`config.mk`:
```
export PLATFORM = sky130hd
export DESIGN_NAME = lomc_regs
export DESIGN_NICKNAME = d
export VERILOG_FILES = /design/src/lomc_pkg.sv /design/src/lomc_gain_stepper.sv /design/src/lomc_regs.sv
export SDC_FILE = /design/constraint.sdc
export NUM_CORES = 1
export LEC_CHECK = 0
export BUFFER_PORTS_ARGS = -buffer_cell sky130_fd_sc_hd__buf_2
export CORE_MARGIN = 3
export CORE_UTILIZATION = 65
export CTS_CLUSTER_SIZE = 28
export DETAILED_ROUTE_END_ITERATION = 7
export GPL_TIMING_DRIVEN = 0
export PLACE_DENSITY = 0.91
export SETUP_SLACK_MARGIN = 0.4
export SLEW_MARGIN = 20
export SYNTH_ARGS = -nofsm -noshare
export SYNTH_HDL_FRONTEND = slang
export SYNTH_SLANG_ARGS = --single-unit
```
`constraint.sdc`:
```
create_clock -name core_clk -period 8.9 [get_ports core_clk]
set_clock_uncertainty 0.2 [all_clocks]
set_input_delay 0.445 -clock core_clk [delete_from_list [all_inputs] [get_ports core_clk]]
set_output_delay 0.445 -clock core_clk [all_outputs]
set_load 0.01 [all_outputs]
```
`src/lomc_pkg.sv`:
```
// Package for the line-output mixer control register bank.
// Assumes the control interface presents byte registers on page zero.
package lomc_pkg;

  // Widths
  localparam int REG_W  = 8;
  localparam int ADDR_W = 7;
  localparam int VOL_W  = 7;
  localparam int LVL_W  = 4;
  localparam int NROUTE = 8;
  localparam int NPATH  = NROUTE + 1;

  // Register addresses
  localparam logic [ADDR_W-1:0] ADDR_RIN_AMP_LEFT  = 7'h54;
  localparam logic [ADDR_W-1:0] ADDR_RDAC_LEFT     = 7'h55;
  localparam logic [ADDR_W-1:0] ADDR_LEFT_LEVEL    = 7'h56;
  localparam logic [ADDR_W-1:0] ADDR_LLINE2_RIGHT  = 7'h57;
  localparam logic [ADDR_W-1:0] ADDR_LIN_AMP_RIGHT = 7'h58;
  localparam logic [ADDR_W-1:0] ADDR_LDAC_RIGHT    = 7'h59;
  localparam logic [ADDR_W-1:0] ADDR_RLINE2_RIGHT  = 7'h5a;
  localparam logic [ADDR_W-1:0] ADDR_RIN_AMP_RIGHT = 7'h5b;
  localparam logic [ADDR_W-1:0] ADDR_RDAC_RIGHT    = 7'h5c;

  // Field positions
  localparam int BIT_ROUTE_EN = 7;
  localparam int VOL_MSB      = 6;
  localparam int LVL_MSB      = 7;
  localparam int LVL_LSB      = 4;
  localparam int BIT_UNMUTE   = 3;
  localparam int BIT_RSVD     = 2;
  localparam int BIT_PEND     = 1;
  localparam int BIT_PWR      = 0;

  // Reset values and largest level code
  localparam logic [REG_W-1:0] RST_ROUTE    = 8'h00;
  localparam logic [LVL_W-1:0] RST_LVL_CODE = 4'h0;
  localparam logic             RST_UNMUTE   = 1'b0;
  localparam logic             RST_PEND     = 1'b1;
  localparam logic             RST_PWR      = 1'b0;
  localparam logic [LVL_W-1:0] LVL_MAX_CODE = 4'h9;

  // Timing: one volume step per gain step period
  localparam int CLK_PERIOD_NS    = 40;
  localparam int GAIN_STEP_NS     = 1000;
  localparam int GAIN_STEP_CYCLES = (GAIN_STEP_NS + CLK_PERIOD_NS - 1) / CLK_PERIOD_NS;

endpackage

```
`src/lomc_gain_stepper.sv`:
```
// Soft-stepping of analog gain codes toward their programmed targets.
// Assumes step_en is a one-cycle pulse from a divider on core_clk.
`timescale 1ns/10ps
module lomc_gain_stepper #(
  parameter int NPATH = 9,
  parameter int W     = 7
) (
  // Clock and reset
  input  wire logic               core_clk,
  input  wire logic               rst_n,
  // Step pacing
  input  wire logic               step_en,
  // Programmed and applied codes, path i at bits [i*W +: W]
  input  wire logic [NPATH*W-1:0] target,
  output      logic [NPATH*W-1:0] applied,
  output      logic [NPATH-1:0]   pending
);

  genvar i;
  generate
    for (i = 0; i < NPATH; i++) begin : g_path
      // One code step per tick avoids zipper noise on large jumps
      always_ff @(posedge core_clk or negedge rst_n) begin
        if (!rst_n) begin
          applied[i*W +: W] <= '0;
        end else if (step_en) begin
          if (applied[i*W +: W] < target[i*W +: W]) begin
            applied[i*W +: W] <= applied[i*W +: W] + W'(1);
          end else if (applied[i*W +: W] > target[i*W +: W]) begin
            applied[i*W +: W] <= applied[i*W +: W] - W'(1);
          end
        end
      end
      // Path still moving
      assign pending[i] = (applied[i*W +: W] != target[i*W +: W]);
    end
  endgenerate

endmodule // lomc_gain_stepper

```
`src/lomc_regs.sv`:
```
// Register bank for the differential line-output mixers and left output level.
// Assumes the control interface decodes page zero and gives one-cycle strobes.
//
// How it works
// - Bit seven routes source to line output
// - Bits six to zero hold volume code
// - Level bits seven-four, one dB steps
// - Bit three zero mutes left output
// - Bit two reserved, reads zero
// - Bit one flags left gains not yet applied
// - Bit zero shows left driver powered up
// - Six right-output routing registers, 0x57-0x5c
`timescale 1ns/10ps
module lomc_regs
  import lomc_pkg::*;
#(
  parameter int STEP_CYCLES = lomc_pkg::GAIN_STEP_CYCLES
) (
  // Clock and reset
  input  wire logic                                  core_clk,
  input  wire logic                                  rst_n,
  // Register port from the control interface
  input  wire logic [lomc_pkg::ADDR_W-1:0]           reg_addr,
  input  wire logic                                  reg_wr,
  input  wire logic [lomc_pkg::REG_W-1:0]            reg_wdata,
  input  wire logic                                  reg_rd,
  output      logic [lomc_pkg::REG_W-1:0]            reg_rdata,
  // Analog status pin
  input  wire logic                                  left_out_pwr_pin,
  // Analog mixer controls
  output      logic [lomc_pkg::NROUTE-1:0]           route_en,
  output      logic [lomc_pkg::NROUTE*lomc_pkg::VOL_W-1:0] route_vol,
  output      logic [lomc_pkg::LVL_W-1:0]            left_out_level,
  output      logic                                  left_out_unmute
);
  import lomc_pkg::*;

  // Address to routing slot; level register sits between left and right slots
  function automatic logic [3:0] route_slot(input logic [ADDR_W-1:0] a);
    case (a)
      ADDR_RIN_AMP_LEFT:  route_slot = 4'h0;
      ADDR_RDAC_LEFT:     route_slot = 4'h1;
      ADDR_LLINE2_RIGHT:  route_slot = 4'h2;
      ADDR_LIN_AMP_RIGHT: route_slot = 4'h3;
      ADDR_LDAC_RIGHT:    route_slot = 4'h4;
      ADDR_RLINE2_RIGHT:  route_slot = 4'h5;
      ADDR_RIN_AMP_RIGHT: route_slot = 4'h6;
      ADDR_RDAC_RIGHT:    route_slot = 4'h7;
      default:            route_slot = 4'hf;
    endcase
  endfunction

  logic [REG_W-1:0]         route_reg [NROUTE];
  logic [LVL_W-1:0]         level_code;
  logic                     unmute;
  logic                     pend_flag;
  logic                     pwr_s1, pwr_s2, pwr_s3, pwr_stable;
  logic [15:0]              step_cnt;
  logic                     step_tick;
  logic [NPATH*VOL_W-1:0]   target;
  logic [NPATH*VOL_W-1:0]   applied;
  logic [NPATH-1:0]         pending;
  logic [3:0]               wr_slot;
  logic                     left_wr;
  logic [REG_W-1:0]         next_rdata;

  assign wr_slot = route_slot(reg_addr);
  assign left_wr = reg_wr && (reg_addr == ADDR_RIN_AMP_LEFT || reg_addr == ADDR_RDAC_LEFT ||
                              reg_addr == ADDR_LEFT_LEVEL);

  // Routing registers: enable bit and volume code stored whole
  genvar g;
  generate
    for (g = 0; g < NROUTE; g++) begin : g_route
      always_ff @(posedge core_clk or negedge rst_n) begin
        if (!rst_n) begin
          route_reg[g] <= RST_ROUTE;
        end else if (reg_wr && wr_slot == 4'(g)) begin
          route_reg[g] <= reg_wdata;
        end
      end
      assign route_en[g]                 = route_reg[g][BIT_ROUTE_EN];
      assign route_vol[g*VOL_W +: VOL_W] = applied[g*VOL_W +: VOL_W];
      assign target[g*VOL_W +: VOL_W]    = route_reg[g][VOL_MSB:0];
    end
  endgenerate

  // Level and mute; low bits of the write are dropped as read-only
  always_ff @(posedge core_clk or negedge rst_n) begin
    if (!rst_n) begin
      level_code <= RST_LVL_CODE;
      unmute     <= RST_UNMUTE;
    end else if (reg_wr && reg_addr == ADDR_LEFT_LEVEL) begin
      level_code <= reg_wdata[LVL_MSB:LVL_LSB]; // stored as written, host avoids 10-15
      unmute     <= reg_wdata[BIT_UNMUTE];
    end
  end
  assign target[NROUTE*VOL_W +: VOL_W] = {{(VOL_W-LVL_W){1'b0}}, level_code};
  assign left_out_level  = applied[NROUTE*VOL_W +: LVL_W];
  assign left_out_unmute = unmute;

  // Gain step divider
  always_ff @(posedge core_clk or negedge rst_n) begin
    if (!rst_n) begin
      step_cnt <= '0;
    end else if (step_cnt == 16'(STEP_CYCLES - 1)) begin
      step_cnt <= '0;
    end else begin
      step_cnt <= step_cnt + 16'h0001;
    end
  end
  assign step_tick = (step_cnt == 16'(STEP_CYCLES - 1));

  lomc_gain_stepper #(
    .NPATH (NPATH),
    .W     (VOL_W)
  ) u_stepper (
    .core_clk (core_clk),
    .rst_n    (rst_n),
    .step_en  (step_tick),
    .target   (target),
    .applied  (applied),
    .pending  (pending)
  );

  // Pending flag: a left write sets it and wins over a settling tick
  always_ff @(posedge core_clk or negedge rst_n) begin
    if (!rst_n) begin
      pend_flag <= RST_PEND;
    end else if (left_wr) begin
      pend_flag <= 1'b1;
    end else if (step_tick) begin
      pend_flag <= pending[0] | pending[1] | pending[NROUTE];
    end
  end

  // Power pin synchroniser; the level moves only when stages two and three agree
  always_ff @(posedge core_clk or negedge rst_n) begin
    if (!rst_n) begin
      pwr_s1     <= RST_PWR;
      pwr_s2     <= RST_PWR;
      pwr_s3     <= RST_PWR;
      pwr_stable <= RST_PWR;
    end else begin
      pwr_s1 <= left_out_pwr_pin;
      pwr_s2 <= pwr_s1;
      pwr_s3 <= pwr_s2;
      if (pwr_s2 == pwr_s3) begin
        pwr_stable <= pwr_s3;
      end
    end
  end

  // Read mux; unmapped addresses read zero
  always_comb begin
    next_rdata = 8'h00;
    if (reg_addr == ADDR_LEFT_LEVEL) begin
      next_rdata = {level_code, unmute, 1'b0, pend_flag, pwr_stable};
    end else if (wr_slot != 4'hf) begin
      next_rdata = route_reg[wr_slot[2:0]];
    end
  end

  // Read data held until the next read
  always_ff @(posedge core_clk or negedge rst_n) begin
    if (!rst_n) begin
      reg_rdata <= 8'h00;
    end else if (reg_rd) begin
      reg_rdata <= next_rdata;
    end
  end

  // Checks
  a_route_enable_wr: assert property (@(posedge core_clk) disable iff (!rst_n)
    reg_wr && reg_addr == ADDR_RIN_AMP_LEFT |=> route_en[0] == $past(reg_wdata[7]))
    else $error("routing enable did not follow write");
  a_route_vol_wr: assert property (@(posedge core_clk) disable iff (!rst_n)
    reg_wr && reg_addr == ADDR_RDAC_LEFT |=> route_reg[1][6:0] == $past(reg_wdata[6:0]))
    else $error("volume code not stored");
  a_level_code_wr: assert property (@(posedge core_clk) disable iff (!rst_n)
    reg_wr && reg_addr == ADDR_LEFT_LEVEL |=> level_code == $past(reg_wdata[7:4]))
    else $error("level code not stored");
  a_mute_on_zero: assert property (@(posedge core_clk) disable iff (!rst_n)
    reg_wr && reg_addr == ADDR_LEFT_LEVEL && !reg_wdata[3] |=> !left_out_unmute)
    else $error("output not muted");
  a_reserved_zero: assert property (@(posedge core_clk) disable iff (!rst_n)
    reg_rd && reg_addr == ADDR_LEFT_LEVEL |=> reg_rdata[2] == 1'b0)
    else $error("reserved bit reads one");
  a_pend_set_wr: assert property (@(posedge core_clk) disable iff (!rst_n)
    left_wr |=> pend_flag)
    else $error("pending flag not set by write");
  a_pend_settles: assert property (@(posedge core_clk) disable iff (!rst_n)
    step_tick && !left_wr && pending[1:0] == 2'b00 && !pending[8] |=> !pend_flag)
    else $error("pending flag stuck");
  a_power_report: assert property (@(posedge core_clk) disable iff (!rst_n)
    reg_rd && reg_addr == ADDR_LEFT_LEVEL |=> reg_rdata[0] == $past(pwr_stable))
    else $error("power status misreported");
  a_right_map: assert property (@(posedge core_clk) disable iff (!rst_n)
    reg_wr && reg_addr == ADDR_RDAC_RIGHT |=> route_reg[7] == $past(reg_wdata))
    else $error("right routing register misplaced");
  a_ro_ignored: assert property (@(posedge core_clk) disable iff (!rst_n)
    reg_wr && reg_addr == ADDR_LEFT_LEVEL && !reg_wdata[1] |=> pend_flag)
    else $error("read-only bit took written value");

  c_route_write: cover property (@(posedge core_clk) disable iff (!rst_n)
    reg_wr && reg_addr == ADDR_RLINE2_RIGHT && reg_wdata[7]);
  c_pend_clears: cover property (@(posedge core_clk) disable iff (!rst_n)
    $fell(pend_flag));
  c_power_up: cover property (@(posedge core_clk) disable iff (!rst_n)
    $rose(pwr_stable));

endmodule // lomc_regs

```
==> impl_metrics.py <==
metrics = {
    "clocking": {
        "cts_tree": "done",
        "clk_pin_slew_ps": 60,
        "cts.sinks": 161,
        "root_buffer": "clkbuf_16",
        "cts-buffers-inserted": 17,
        "cts_buffer_depth": 2,
        "cts_setup_buffers": 0,
        "clock_latency_ps": 430,
        "htree_levels": 4,
    },
    "critical_path": {
        "cp_top_family": "compound AO/OA/AOI/OAI gates",
        "critPathKind": "flop to flop",
        "crit_buf_inv": 2,
        "path_cells": "inv_1, ha_1, a211oi_1, nor2_1, nor3_1, inv_1, fa_1, a211oi_1, o21bai_1, a21oi_1, xnor2_1, nor2_1, xor2_1",
        "cp_slowest_stage_delay_ps": 470,
        "end_kind": "flop",
        "critPathRequiredTime_ps": 9020,
        "worst-path-max-fanout": 6,
        "start_kind": "flop",
        "worstPathArrival_ps": 3700,
        "cp_slowest_cell": "fa_1",
    },
    "routing": {
        "firstDrtPassIters": 5,
        "drcViolationCount": 0,
        "drt-initial-drc-count": 576,
        "wl_per_cell_um": 19.0,
        "wirelength_um": 26500,
        "ant_nets": 0,
        "viasPerCell": 5.98,
        "num_vias": 8359,
    },
    "floorplanning": {
        "std_cell_rows": 46,
        "coreArea_mm2": 0.0160,
        "ios": 97,
        "die_w_um": 134,
        "die_h_um": 134,
        "dieArea_mm2": 0.0180,
        "initial_core_util_pct": 66.7,
    },
    "synth": {
        "synth-edff-count": 0,
        "synthArstFlopShare_pct": 100,
        "synth_flop_cell": "dfrtp_1",
        "synth_top_area_cell": "dfrtp_1",
        "netlist_area_mm2": 0.0107,
        "synth_seq_cells": 161,
        "synth_top_cell_area_share_pct": 37.5,
        "ys_warn_count": 0,
        "syn_avg_cell_area_um2": 10.1,
        "ys_seq_area_share_pct": 37.8,
        "netlist_top_cells_area": "dfrtp_1 (38%), ha_1 (12%), mux2_2 (8.2%)",
        "synthDistinctLibCells": 71,
        "synthCells": 1054,
        "syn-num-nets": 1189,
    },
    "power": {
        "ir_worst_vdd_uv": 240,
        "sw_frac_of_total_pct": 35.5,
        "total_power_mw": 2.92,
        "seqPwrFrac_pct": 30.9,
        "powerDensity_mw_per_mm2": 241,
        "clock_power_share_pct": 27.4,
        "p_int_mw": 1.88,
        "switching_power_mw": 1.04,
        "pwr-share-comb_pct": 41.7,
        "leakage_nw": 5.98,
    },
    "grt": {
        "first_global_vias": 8725,
        "antenna_found_initial": 0,
        "grt.total_usage_pct": 30.4,
        "grt_pass1_wl_um": 43500,
        "grt_max_degree": 99,
        "grt-ovfl-total": 0,
    },
    "timing": {
        "setup-tns-final_ps": 0,
        "rsz0062_at_grt": "false",
        "fin_crit_sh_pct": 40.3,
        "timing.final.ws_setup_ps": 5310,
        "relSlewSlack_pct": 50.1,
        "fmax_ghz": 0.279,
        "fin_crit_ps": 3590,
        "final_hold_viol_count": 0,
        "worst_pin_slew_ps": 748,
        "setup_viol": 0,
        "maxSlewViolCount": 0,
    },
    "cells_and_area": {
        "area_growth_pct": 13.4,
        "antenna_cells": 0,
        "fill_cells": 1060,
        "num-nets-final": 1306,
        "drive_above_1_share_pct": 26.1,
        "final_cell_mix": "dfrtp_1 (160), ha_1 (106), buf_2 (100)",
        "stdcell_area_mm2": 0.0121,
        "largest_register_ffs": 63,
        "final_common_cell": "dfrtp_1",
    },
    "run": {
        "drv_cap": 0,
    },
    "placement": {
        "dp.final_hpwl_um": 18800,
        "dp_slack_ps": 5380,
        "io_buffers": 95,
        "place.gp.congestion": 1.01,
        "place_area_mm2": 0.0115,
    },
    "run_status": {
        "status": "completed",
    },
    "worst_hold_path": {
        "holdCritPathClass": "primary input to flop",
    },
}
[final timing paths]
path	cells past startpoint	from	slack, ps	endpoint
setup / recovery	13	route_reg[52]$_DFFE_PN0P_	5310	u_stepper.applied[13]$_DFFE_PN0P_
setup reg to reg	13	route_reg[52]$_DFFE_PN0P_	5310	u_stepper.applied[13]$_DFFE_PN0P_
hold / removal	3	reg_wr	110	pend_flag$_DFFE_PN1P_
hold reg to reg	0	pwr_s1$_DFF_PN0_	160	pwr_s2$_DFF_PN0_
min in group asynchronous	2	rst_n	450	step_cnt[7]$_DFF_PN0_
max in group asynchronous	3	rst_n	7270	reg_rdata[2]$_DFFE_PN0P_
[power groups by stage]
stage / clock [mW] / sequential (mW) / combinational [mW]
floorplan: 0 / 0.888 / 0.932
global placement: 0 / 0.910 / 1.11
finish: 0.801 / 0.903 / 1.22
global route: 0.836 / 0.912 / 1.37
detailed placement: 0 / 0.914 / 1.19
CTS: 0.802 / 0.901 / 1.22
[kinds of logic (layout without fill, tap and decap cells)]
logic type / Yosys count / count (layout) / synth area share [%]
compound gates: 249 / 249 / 14.9
simple gates: 201 / 201 / 10.0
buf+inv: 176 / 304 / 8.80
flops: 161 / 161 / 37.8
fa+ha+maj: 116 / 116 / 14.2
mux: 81 / 81 / 8.55
xor+xnor: 70 / 70 / 5.74
[worst register-to-register path, cell delays in order, from the launching register on]
cell and delay, ps:
dfrtp_1 430, inv_1 60, ha_1 300, a211oi_1 290, nor2_1 90, nor3_1 390, inv_1 260, fa_1 480
a211oi_1 250, o21bai_1 100, a21oi_1 230, xnor2_1 150, nor2_1 80, xor2_1 150
[synth_stat cells (all sizes together), types with 19 or more instances]
cell / n
a211oi: 19
a21oi: 61
buf: 79
dfrtp: 160
ha: 106
inv: 85
mux2: 81
nand2: 55
nor2: 60
o21ai: 83
xnor2: 45
xor2: 25
[area by class of cell]
cell class	count	area, um^2	share of cell area [%]
Inverter	85	319	2.64
Buffer	91	621	5.13
Timing Repair Buffer	98	533	4.40
Clock inverter	10	184	1.52
Tap cell	216	270	2.23
Clock buffer	20	447	3.69
Sequential cell	161	4030	33.3
Multi-Input combinational cell	717	5700	47.1
[repair_timing]
| action | in CTS | in global routing |
|---|---|---|
| resized for setup | 0 | 0 |
| hold buffers | 2 | 0 |
| hold endpoints to repair | 97 | 0 |
[through the flow]
stage | cells | utilization [%] | hold WS (ps)
global placement | 1365 | 71.4 | 133
CTS | 1398 | 75.7 | 96.2
detailed placement | 1366 | 71.6 | 147
finish | 1398 | 75.7 | 108
global route | 1398 | 75.7 | 113
floorplan | 1054 | - | -50.6
[layer usage]
metal | part of all wire [%] | vias to the layer above | wire length, um | GRT usage [%]
li1 | - | 3907 | - | -
met2 | 50 | 304 | 13200 | 52.2
met5 | 0 | - | 0 | 0
met1 | 40 | 4069 | 10500 | 37.8
met3 | 7.1 | 79 | 1870 | 6.90
met4 | 3.3 | 0 | 873 | 10.9
Note: power is estimated with default switching activity, not from simulation.
